==> src/core/hstr_pkg.sv <==
package hstr_pkg;

    // ************************************************************
    // register map (bus addresses)
    // ************************************************************
    localparam logic [7:0] ADDR_DATA_HIGH = 8'hc1;
    localparam logic [7:0] ADDR_DATA_LOW  = 8'hc2;
    localparam logic [7:0] ADDR_SIG_SEL   = 8'hc3;
    localparam logic [7:0] ADDR_BURST     = 8'hc4;
    localparam logic [7:0] ADDR_OTP_ADDR  = 8'he1;
    localparam logic [7:0] ADDR_OTP_DATA  = 8'he2;
    localparam logic [7:0] ADDR_OTP_CTRL  = 8'he3;

    // ************************************************************
    // fields and values
    // ************************************************************
    localparam logic [2:0] SEL_FIELD       = 3'h0;
    localparam logic [2:0] SEL_TEMP        = 3'h1;
    localparam int         SEL_W           = 3;
    localparam logic [2:0] BURST_LOG2_MAX  = 3'h4;
    localparam int         OTP_RD_EN_BIT   = 1;
    localparam int         OTP_BUSY_BIT    = 0;
    localparam int         FRESH_BIT       = 7;
    localparam logic [7:0] OTP_OFFSET_ADDR = 8'h1d;
    localparam logic [7:0] OTP_GAIN_ADDR   = 8'h1e;
    localparam int         CODE_W          = 15;
    localparam int         ACC_W           = 19;
    localparam logic [14:0] CODE_MAX       = 15'h7fff;

    // ************************************************************
    // serial slave states
    // ************************************************************
    typedef enum logic [6:0] {
        ST_IDLE  = 7'h01,
        ST_ADDR  = 7'h02,
        ST_ACK_A = 7'h04,
        ST_WRITE = 7'h08,
        ST_ACK_W = 7'h10,
        ST_READ  = 7'h20,
        ST_ACK_R = 7'h40
    } hstr_state_e;

endpackage

==> src/core/hstr_readout.sv <==
module hstr_readout
    import hstr_pkg::*;
#(
    parameter logic [6:0]  DEV_ADDR    = 7'h30,
    parameter logic [7:0]  TRIM_OFFSET = 8'h00,
    parameter logic [7:0]  TRIM_GAIN   = 8'h00,
    parameter int          TEMP_REF    = 16384,
    parameter int          TC_COEF     = 0,
    parameter int          TC_SHIFT    = 8
)(
    input  wire logic                sys_clk_i,
    input  wire logic                rst_b_i,
    input  wire logic                scl_i,
    input  wire logic                sda_i,
    output logic                     sda_o,
    output logic                     sda_oe_b_o,
    input  wire logic                conv_done_i,
    input  wire logic [CODE_W-1:0]   field_code_i,
    input  wire logic [CODE_W-1:0]   temp_code_i
);

    // ************************************************************
    // state
    // ************************************************************
    typedef struct packed {
        logic              scl_m;
        logic              scl_s;
        logic              scl_d;
        logic              sda_m;
        logic              sda_s;
        logic              sda_d;
        hstr_state_e       st;
        logic [3:0]        bitcnt;
        logic [7:0]        shift;
        logic              rw;
        logic              have_ptr;
        logic [7:0]        ptr;
        logic              sda_low;
        logic [SEL_W-1:0]  sel;
        logic [2:0]        bsz;
        logic [7:0]        otp_addr;
        logic [7:0]        otp_data;
        logic              otp_rd;
        logic [ACC_W-1:0]  acc;
        logic [4:0]        cnt;
        logic [CODE_W-1:0] field_res;
        logic [CODE_W-1:0] temp_res;
        logic              fresh;
    } hstr_state_s;

    hstr_state_s q_reg;
    hstr_state_s q_next;

    // trim memory, only the two trim bytes are populated here
    function automatic logic [7:0] otp_rom(input logic [7:0] a);
        case (a)
            OTP_OFFSET_ADDR: otp_rom = TRIM_OFFSET;
            OTP_GAIN_ADDR:   otp_rom = TRIM_GAIN;
            default:         otp_rom = 8'h00;
        endcase
    endfunction

    // ************************************************************
    // conversion datapath, register read mux and bus edge detect
    // ************************************************************
    logic              scl_rise;
    logic              scl_fall;
    logic              start_c;
    logic              stop_c;
    logic [CODE_W-1:0] data_sel;
    logic [4:0]        burst_last;
    logic              last_conv;
    logic [ACC_W-1:0]  acc_sum;
    logic [CODE_W-1:0] avg;
    logic signed [31:0] corr;
    logic signed [31:0] fsum;
    logic [CODE_W-1:0] fcomp;
    logic [7:0]        rdata;

    // averaged field compensated against the temperature sample of the burst's last conversion
    always_comb
    begin
        burst_last = 5'((5'h1 << q_reg.bsz) - 5'h1);
        last_conv  = conv_done_i && (q_reg.cnt >= burst_last);   // a burst shrunk mid-way still ends
        acc_sum    = q_reg.acc + ACC_W'(field_code_i);
        avg        = CODE_W'(acc_sum >> q_reg.bsz);
        corr       = ((signed'({17'h0, temp_code_i}) - TEMP_REF) * TC_COEF) >>> TC_SHIFT;
        fsum       = signed'({17'h0, avg}) + corr;
        if (fsum < 0)
            fcomp = '0;
        else if (fsum > signed'({17'h0, CODE_MAX}))
            fcomp = CODE_MAX;
        else
            fcomp = fsum[CODE_W-1:0];
        data_sel = (q_reg.sel == SEL_TEMP) ? q_reg.temp_res : q_reg.field_res;
        case (q_reg.ptr)
            ADDR_DATA_HIGH: rdata = {q_reg.fresh, data_sel[14:8]};
            ADDR_DATA_LOW:  rdata = data_sel[7:0];
            ADDR_SIG_SEL:   rdata = {5'h0, q_reg.sel};
            ADDR_BURST:     rdata = {5'h0, q_reg.bsz};
            ADDR_OTP_ADDR:  rdata = q_reg.otp_addr;
            ADDR_OTP_DATA:  rdata = q_reg.otp_data;
            ADDR_OTP_CTRL:  rdata = {6'h0, q_reg.otp_rd, q_reg.otp_rd};
            default:        rdata = 8'h00;
        endcase
        scl_rise = q_reg.scl_s && !q_reg.scl_d;
        scl_fall = !q_reg.scl_s && q_reg.scl_d;
        start_c  = q_reg.scl_s && q_reg.scl_d && q_reg.sda_d && !q_reg.sda_s;
        stop_c   = q_reg.scl_s && q_reg.scl_d && !q_reg.sda_d && q_reg.sda_s;
    end

    // ************************************************************
    // next state
    // ************************************************************
    always_comb
    begin
        q_next = q_reg;
        // pins pass three flops; edge logic only reads the second and third
        q_next.scl_m = scl_i;
        q_next.scl_s = q_reg.scl_m;
        q_next.scl_d = q_reg.scl_s;
        q_next.sda_m = sda_i;
        q_next.sda_s = q_reg.sda_m;
        q_next.sda_d = q_reg.sda_s;

        // trim fetch completes one cycle after the request
        if (q_reg.otp_rd)
        begin
            q_next.otp_data = otp_rom(q_reg.otp_addr);
            q_next.otp_rd   = 1'b0;
        end

        // serial slave
        if (start_c)
        begin
            q_next.st       = ST_ADDR;
            q_next.bitcnt   = 4'h0;
            q_next.have_ptr = 1'b0;
            q_next.sda_low  = 1'b0;
        end
        else if (stop_c)
        begin
            q_next.st      = ST_IDLE;
            q_next.sda_low = 1'b0;
        end
        else
        begin
            case (q_reg.st)
                ST_ADDR, ST_WRITE:
                    if (scl_rise)
                    begin
                        q_next.shift  = {q_reg.shift[6:0], q_reg.sda_s};
                        q_next.bitcnt = q_reg.bitcnt + 4'h1;
                        if (q_reg.bitcnt == 4'h7)
                        begin
                            if (q_reg.st == ST_WRITE)
                                q_next.st = ST_ACK_W;
                            else if (q_reg.shift[6:0] == DEV_ADDR)
                            begin
                                q_next.st = ST_ACK_A;
                                q_next.rw = q_reg.sda_s;
                            end
                            else
                                q_next.st = ST_IDLE;
                        end
                    end
                ST_ACK_A:
                    if (scl_fall && !q_reg.sda_low)
                        q_next.sda_low = 1'b1;
                    else if (scl_fall)
                    begin
                        q_next.bitcnt = 4'h0;
                        if (q_reg.rw)
                        begin
                            q_next.st      = ST_READ;
                            q_next.shift   = rdata;
                            q_next.sda_low = !rdata[7];
                            q_next.ptr     = q_reg.ptr + 8'h1;
                            if (q_reg.ptr == ADDR_DATA_HIGH)
                                q_next.fresh = 1'b0;
                        end
                        else
                        begin
                            q_next.st      = ST_WRITE;
                            q_next.sda_low = 1'b0;
                        end
                    end
                ST_ACK_W:
                    if (scl_fall && !q_reg.sda_low)
                    begin
                        q_next.sda_low = 1'b1;
                        if (!q_reg.have_ptr)
                        begin
                            q_next.ptr      = q_reg.shift;
                            q_next.have_ptr = 1'b1;
                        end
                        else
                        begin
                            q_next.ptr = q_reg.ptr + 8'h1;
                            case (q_reg.ptr)
                                ADDR_SIG_SEL:  q_next.sel = q_reg.shift[SEL_W-1:0];
                                ADDR_BURST:
                                    q_next.bsz = (q_reg.shift[2:0] > BURST_LOG2_MAX) ?
                                                 BURST_LOG2_MAX : q_reg.shift[2:0];
                                ADDR_OTP_ADDR: q_next.otp_addr = q_reg.shift;
                                ADDR_OTP_CTRL:
                                    if (q_reg.shift[OTP_RD_EN_BIT])
                                        q_next.otp_rd = 1'b1;
                                default: ;
                            endcase
                        end
                    end
                    else if (scl_fall)
                    begin
                        q_next.sda_low = 1'b0;
                        q_next.bitcnt  = 4'h0;
                        q_next.st      = ST_WRITE;
                    end
                ST_READ:
                    if (scl_fall)
                    begin
                        q_next.bitcnt = q_reg.bitcnt + 4'h1;
                        q_next.shift  = {q_reg.shift[6:0], 1'b0};
                        q_next.sda_low = !q_reg.shift[6];
                        if (q_reg.bitcnt == 4'h7)
                        begin
                            q_next.sda_low = 1'b0;
                            q_next.bitcnt  = 4'h0;
                            q_next.st      = ST_ACK_R;
                        end
                    end
                ST_ACK_R:
                    // master ack on the rise, next byte launched on the fall
                    if (scl_rise)
                    begin
                        if (q_reg.sda_s)
                            q_next.st = ST_IDLE;
                        else
                            q_next.bitcnt = 4'h8;
                    end
                    else if (scl_fall && q_reg.bitcnt == 4'h8)
                    begin
                        q_next.st      = ST_READ;
                        q_next.bitcnt  = 4'h0;
                        q_next.shift   = rdata;
                        q_next.sda_low = !rdata[7];
                        q_next.ptr     = q_reg.ptr + 8'h1;
                        if (q_reg.ptr == ADDR_DATA_HIGH)
                            q_next.fresh = 1'b0;
                    end
                default: q_next.st = ST_IDLE;
            endcase
        end

        // conversions last, so a new result wins over a read clear
        if (conv_done_i)
        begin
            q_next.acc = acc_sum;
            q_next.cnt = q_reg.cnt + 5'h1;
            if (last_conv)
            begin
                q_next.field_res = fcomp;
                q_next.temp_res  = temp_code_i;
                q_next.fresh     = 1'b1;
                q_next.acc       = '0;
                q_next.cnt       = 5'h0;
            end
        end
    end

    // ************************************************************
    // registers
    // ************************************************************
    always_ff @(posedge sys_clk_i)
    begin
        if (!rst_b_i)
        begin
            q_reg       <= '0;
            q_reg.scl_m <= 1'b1;
            q_reg.scl_s <= 1'b1;
            q_reg.scl_d <= 1'b1;
            q_reg.sda_m <= 1'b1;
            q_reg.sda_s <= 1'b1;
            q_reg.sda_d <= 1'b1;
            q_reg.st    <= ST_IDLE;
            q_reg.sel   <= SEL_FIELD;
        end
        else
            q_reg <= q_next;
    end

    // open drain: only ever pulls low
    assign sda_o      = 1'b0;
    assign sda_oe_b_o = !q_reg.sda_low;
endmodule

==> config.mk <==
export PLATFORM = sky130hd
export DESIGN_NAME = hstr_readout
export DESIGN_NICKNAME = d
export VERILOG_FILES = /design/src/core/hstr_pkg.sv /design/src/core/hstr_readout.sv
export SDC_FILE = /design/constraint.sdc
export NUM_CORES = 1
export LEC_CHECK = 0
export BUFFER_PORTS_ARGS = -buffer_cell sky130_fd_sc_hd__buf_2
export CORE_ASPECT_RATIO = 1.25
export CORE_MARGIN = 2
export CORE_UTILIZATION = 65
export DETAILED_ROUTE_END_ITERATION = 7
export PLACE_DENSITY = 0.95
export SETUP_SLACK_MARGIN = 0.1
export SYNTH_ARGS = -nofsm -noshare
export SYNTH_HDL_FRONTEND = slang
export SYNTH_SLANG_ARGS = --single-unit
==> constraint.sdc <==
create_clock -name sys_clk_i -period 6.4 [get_ports sys_clk_i]
set_clock_uncertainty 0.15 [all_clocks]
set_input_delay 0.32 -clock sys_clk_i [delete_from_list [all_inputs] [get_ports sys_clk_i]]
set_output_delay 0.32 -clock sys_clk_i [all_outputs]
set_load 0.005 [all_outputs]
==> results.md <==
- Post-CTS resize count: 0
- Final wirelength: 17500 um
- Top cell type's share of synthesized area: 30.59%
- R2r worst-path depth: 13
- Pins Over Slew Limit: 0
- Slowest cell delay on critical path: 910 ps
- Sink Count: 106
- Register Area: 0.002122 mm^2
- Asr flop ratio synth: 0%
- Layout Nets: 931
- WHS Path Cells: 3
- Clock transition at path regs: 70 ps
- Clk root buf: clkbuf_16
- Share of cells above drive strength 1: 9.278%
- Post-synth top cells: nand2_1 (136), dfxtp_1 (106), a21oi_1 (53)
- DP HPWL: 12060 um
- I/O pins: 37
- RR Endpoint: q_reg[27]
- Cells along the critical path: buf_4 > inv_1 > nand2_1 > ha_1 > nand2b_1 > a21o_1 > a21o_1 > a21o_1 > a21oi_1 > buf_4 > nor2_2 > o21ai_0 > a211oi_1
- Multi-input gate area: 0.004514 mm^2
- Clk_lat worst skew: 360 ps
- Critical path class: reg2reg
- Hold-fix buffers, CTS: 2
- Most used cell, CP: a21o_1
- Highest-delay cell along the critical path: nor2_2
- Max-capacitance violation count: 0
- Max FFs per register: 102
- Leak pwr: 0.002861 uW
- Number of enable flip-flop cells after synthesis: 0
- Routed via count: 6700
- YS warnings: 0
- Number of H-tree levels: 3
- Worst Hold Class: in2reg
- Max Fclk: 250.1 MHz
- Total global routing track utilization: 31.60%
- Worst reg2reg setup slack: 2400 ps
- CP required: 6500 ps
- Synth unique cells: 81
- Post-route minimum period: 3998 ps
- Crit path max fanout: 35
- Grt total ovfl: 0
- Synth area leaders: dfxtp_1 (31%), nand2_1 (7.4%), ha_1 (4.9%)
- Vias/cell: 6.667
- Tightest Pin Transition: 1201 ps
- Hold Fails Final Rpt: 0
- Period utilization: 62.47%
- Routed WL per cell: 17.41 um
- Most common cell in the netlist: nand2_1
- Finish-stage setup viols: 0
- Fillcell total: 797
- VDD IR max: 136.8 uV
- Seq/Total Area, Yosys: 30.59%
- Global-route wire length before repair: 29260 um
- Crit path DAT: 4100 ps
- CTS tree: done
- Max-Slew Margin vs Limit: 19.83%
- Post-synth top area cell: dfxtp_1
- Largest net degree at the start of global routing: 99
- Avg Inst Size Synth: 7.956 um^2
- Detail Route Antenna Nets: 0
- Post-CTS setup buffer count: 0
- Num rows: 42
- Outcome: finished, final reports clean
- 1st-pass router iterations: 7
- Core Area: 0.01051 mm^2
- Ys flop type: dfxtp_1
- Initial antenna violation count: 0
- Mapped Area: 0.006938 mm^2
- PwrDens: 189.0 mW/mm^2
- CTS max path bufs: 2
- GPL Wtd Cong: 0.9248
- Post-synthesis net count: 935
- Fin area: 0.007433 mm^2
- Number of synthesized register bits: 106
- FF-to-FF Start: q_reg[74]
- Inserted Diodes: 0
- CP Launch Type: flip-flop
- Iteration-0 DRC Markers: 455
- Hold Path End: q_reg[8]
- Area Overhead vs Synth: 7.142%
- Initial Util: 66.01%
- Die area: 0.01152 mm^2
- Die height: 119.5 um
- TNS Setup: 0 ps
- Number of global-route vias before repair: 6382
- Die W: 96.41 um
- Post-synthesis cell count: 872
- CP Capture Type: flip-flop
- Num CTS Buffers: 9
- # port buffers: 35
- Residual DRC: 0
- Hold_sp: temp_code_i[7]
- Unrepaired setup endpoints after global routing: no
- Placed Area: 0.007086 mm^2
report_power, final:
group	total (uW)	internal [uW]	switching, uW
clock network	609	346	263
logic	113	46.0	67.4
registers	682	673	9.20
cell families (layout without fill, tap and decap cells):
logic type,count (synthesis),after routing,synth area share [%]
simple gates,354,354,25.12
compound gates,261,261,27.07
flops,106,106,30.59
buf+inv,76,77,4.382
fa+ha+maj,28,28,5.158
xor+xnor,25,25,3.156
mux,21,21,4.472
other cells,1,1,0.05405
worst max-delay path by stage:
stage	depth (start not counted)	end	from
6_report	13	q_reg[27]	q_reg[74]
5_1_grt	13	q_reg[27]	q_reg[74]
4_1_cts	13	q_reg[27]	q_reg[74]
3_5_place_dp	13	q_reg[30]	q_reg[74]
3_3_place_gp	13	q_reg[30]	q_reg[74]
2_1_floorplan	14	q_reg[43]	q_reg[72]
area by class of cell:
type,count,share of cell area (%)
multi-input cells,690,60.73
flip-flops and latches,106,28.55
repair buffers,42,3.131
clock buffers,9,3.030
well taps,132,2.222
clock inverters,7,1.380
inverters,19,0.9594
critical path: cells and delay by family (launching register included):
family / cells / cell delay [ps]
flip-flops: 1 / 300
AO/OA/AOI/OAI: 6 / 1150
adder cells (fa/ha/maj): 1 / 290
AND/OR/NAND/NOR: 3 / 1120
buffers and inverters: 3 / 850
metrics by stage:
stage	power (uW)	hold WS, ps	cells	setup slack, ps	utilization, %
global route	1441	73.10	1005	2092	70.73
detailed placement	805.3	250.2	987	2613	67.42
finish	1405	55.81	1005	2402	70.73
global placement	802.7	241.2	987	2692	67.42
floorplan	774.9	236.3	872	3097	-
CTS	1405	55.69	1005	2479	70.73
routing by layer:
metal / routed length (um) / global-route usage [%] / up-vias
met5: 0 / 0 / -
met4: 803 / 17.43 / 0
met3: 1064 / 5.712 / 77
met2: 8914 / 53.99 / 302
met1: 6718 / 36.54 / 3141
li1: - / - / 3180
cell usage in the layout, fill, tap and decap left out, types with 16 or more instances in the layout:
| cell type | instances |
|---|---|
| a21boi_0 | 35 |
| a21boi_1 | 16 |
| a21oi_1 | 53 |
| buf_2 | 35 |
| dfxtp_1 | 106 |
| ha_1 | 27 |
| inv_1 | 18 |
| nand2_1 | 136 |
| nand2b_1 | 21 |
| nand3_1 | 49 |
| nor2_1 | 45 |
| nor2b_1 | 16 |
| nor3_1 | 17 |
| o21ai_0 | 24 |
(Power assumes the default switching activity.)
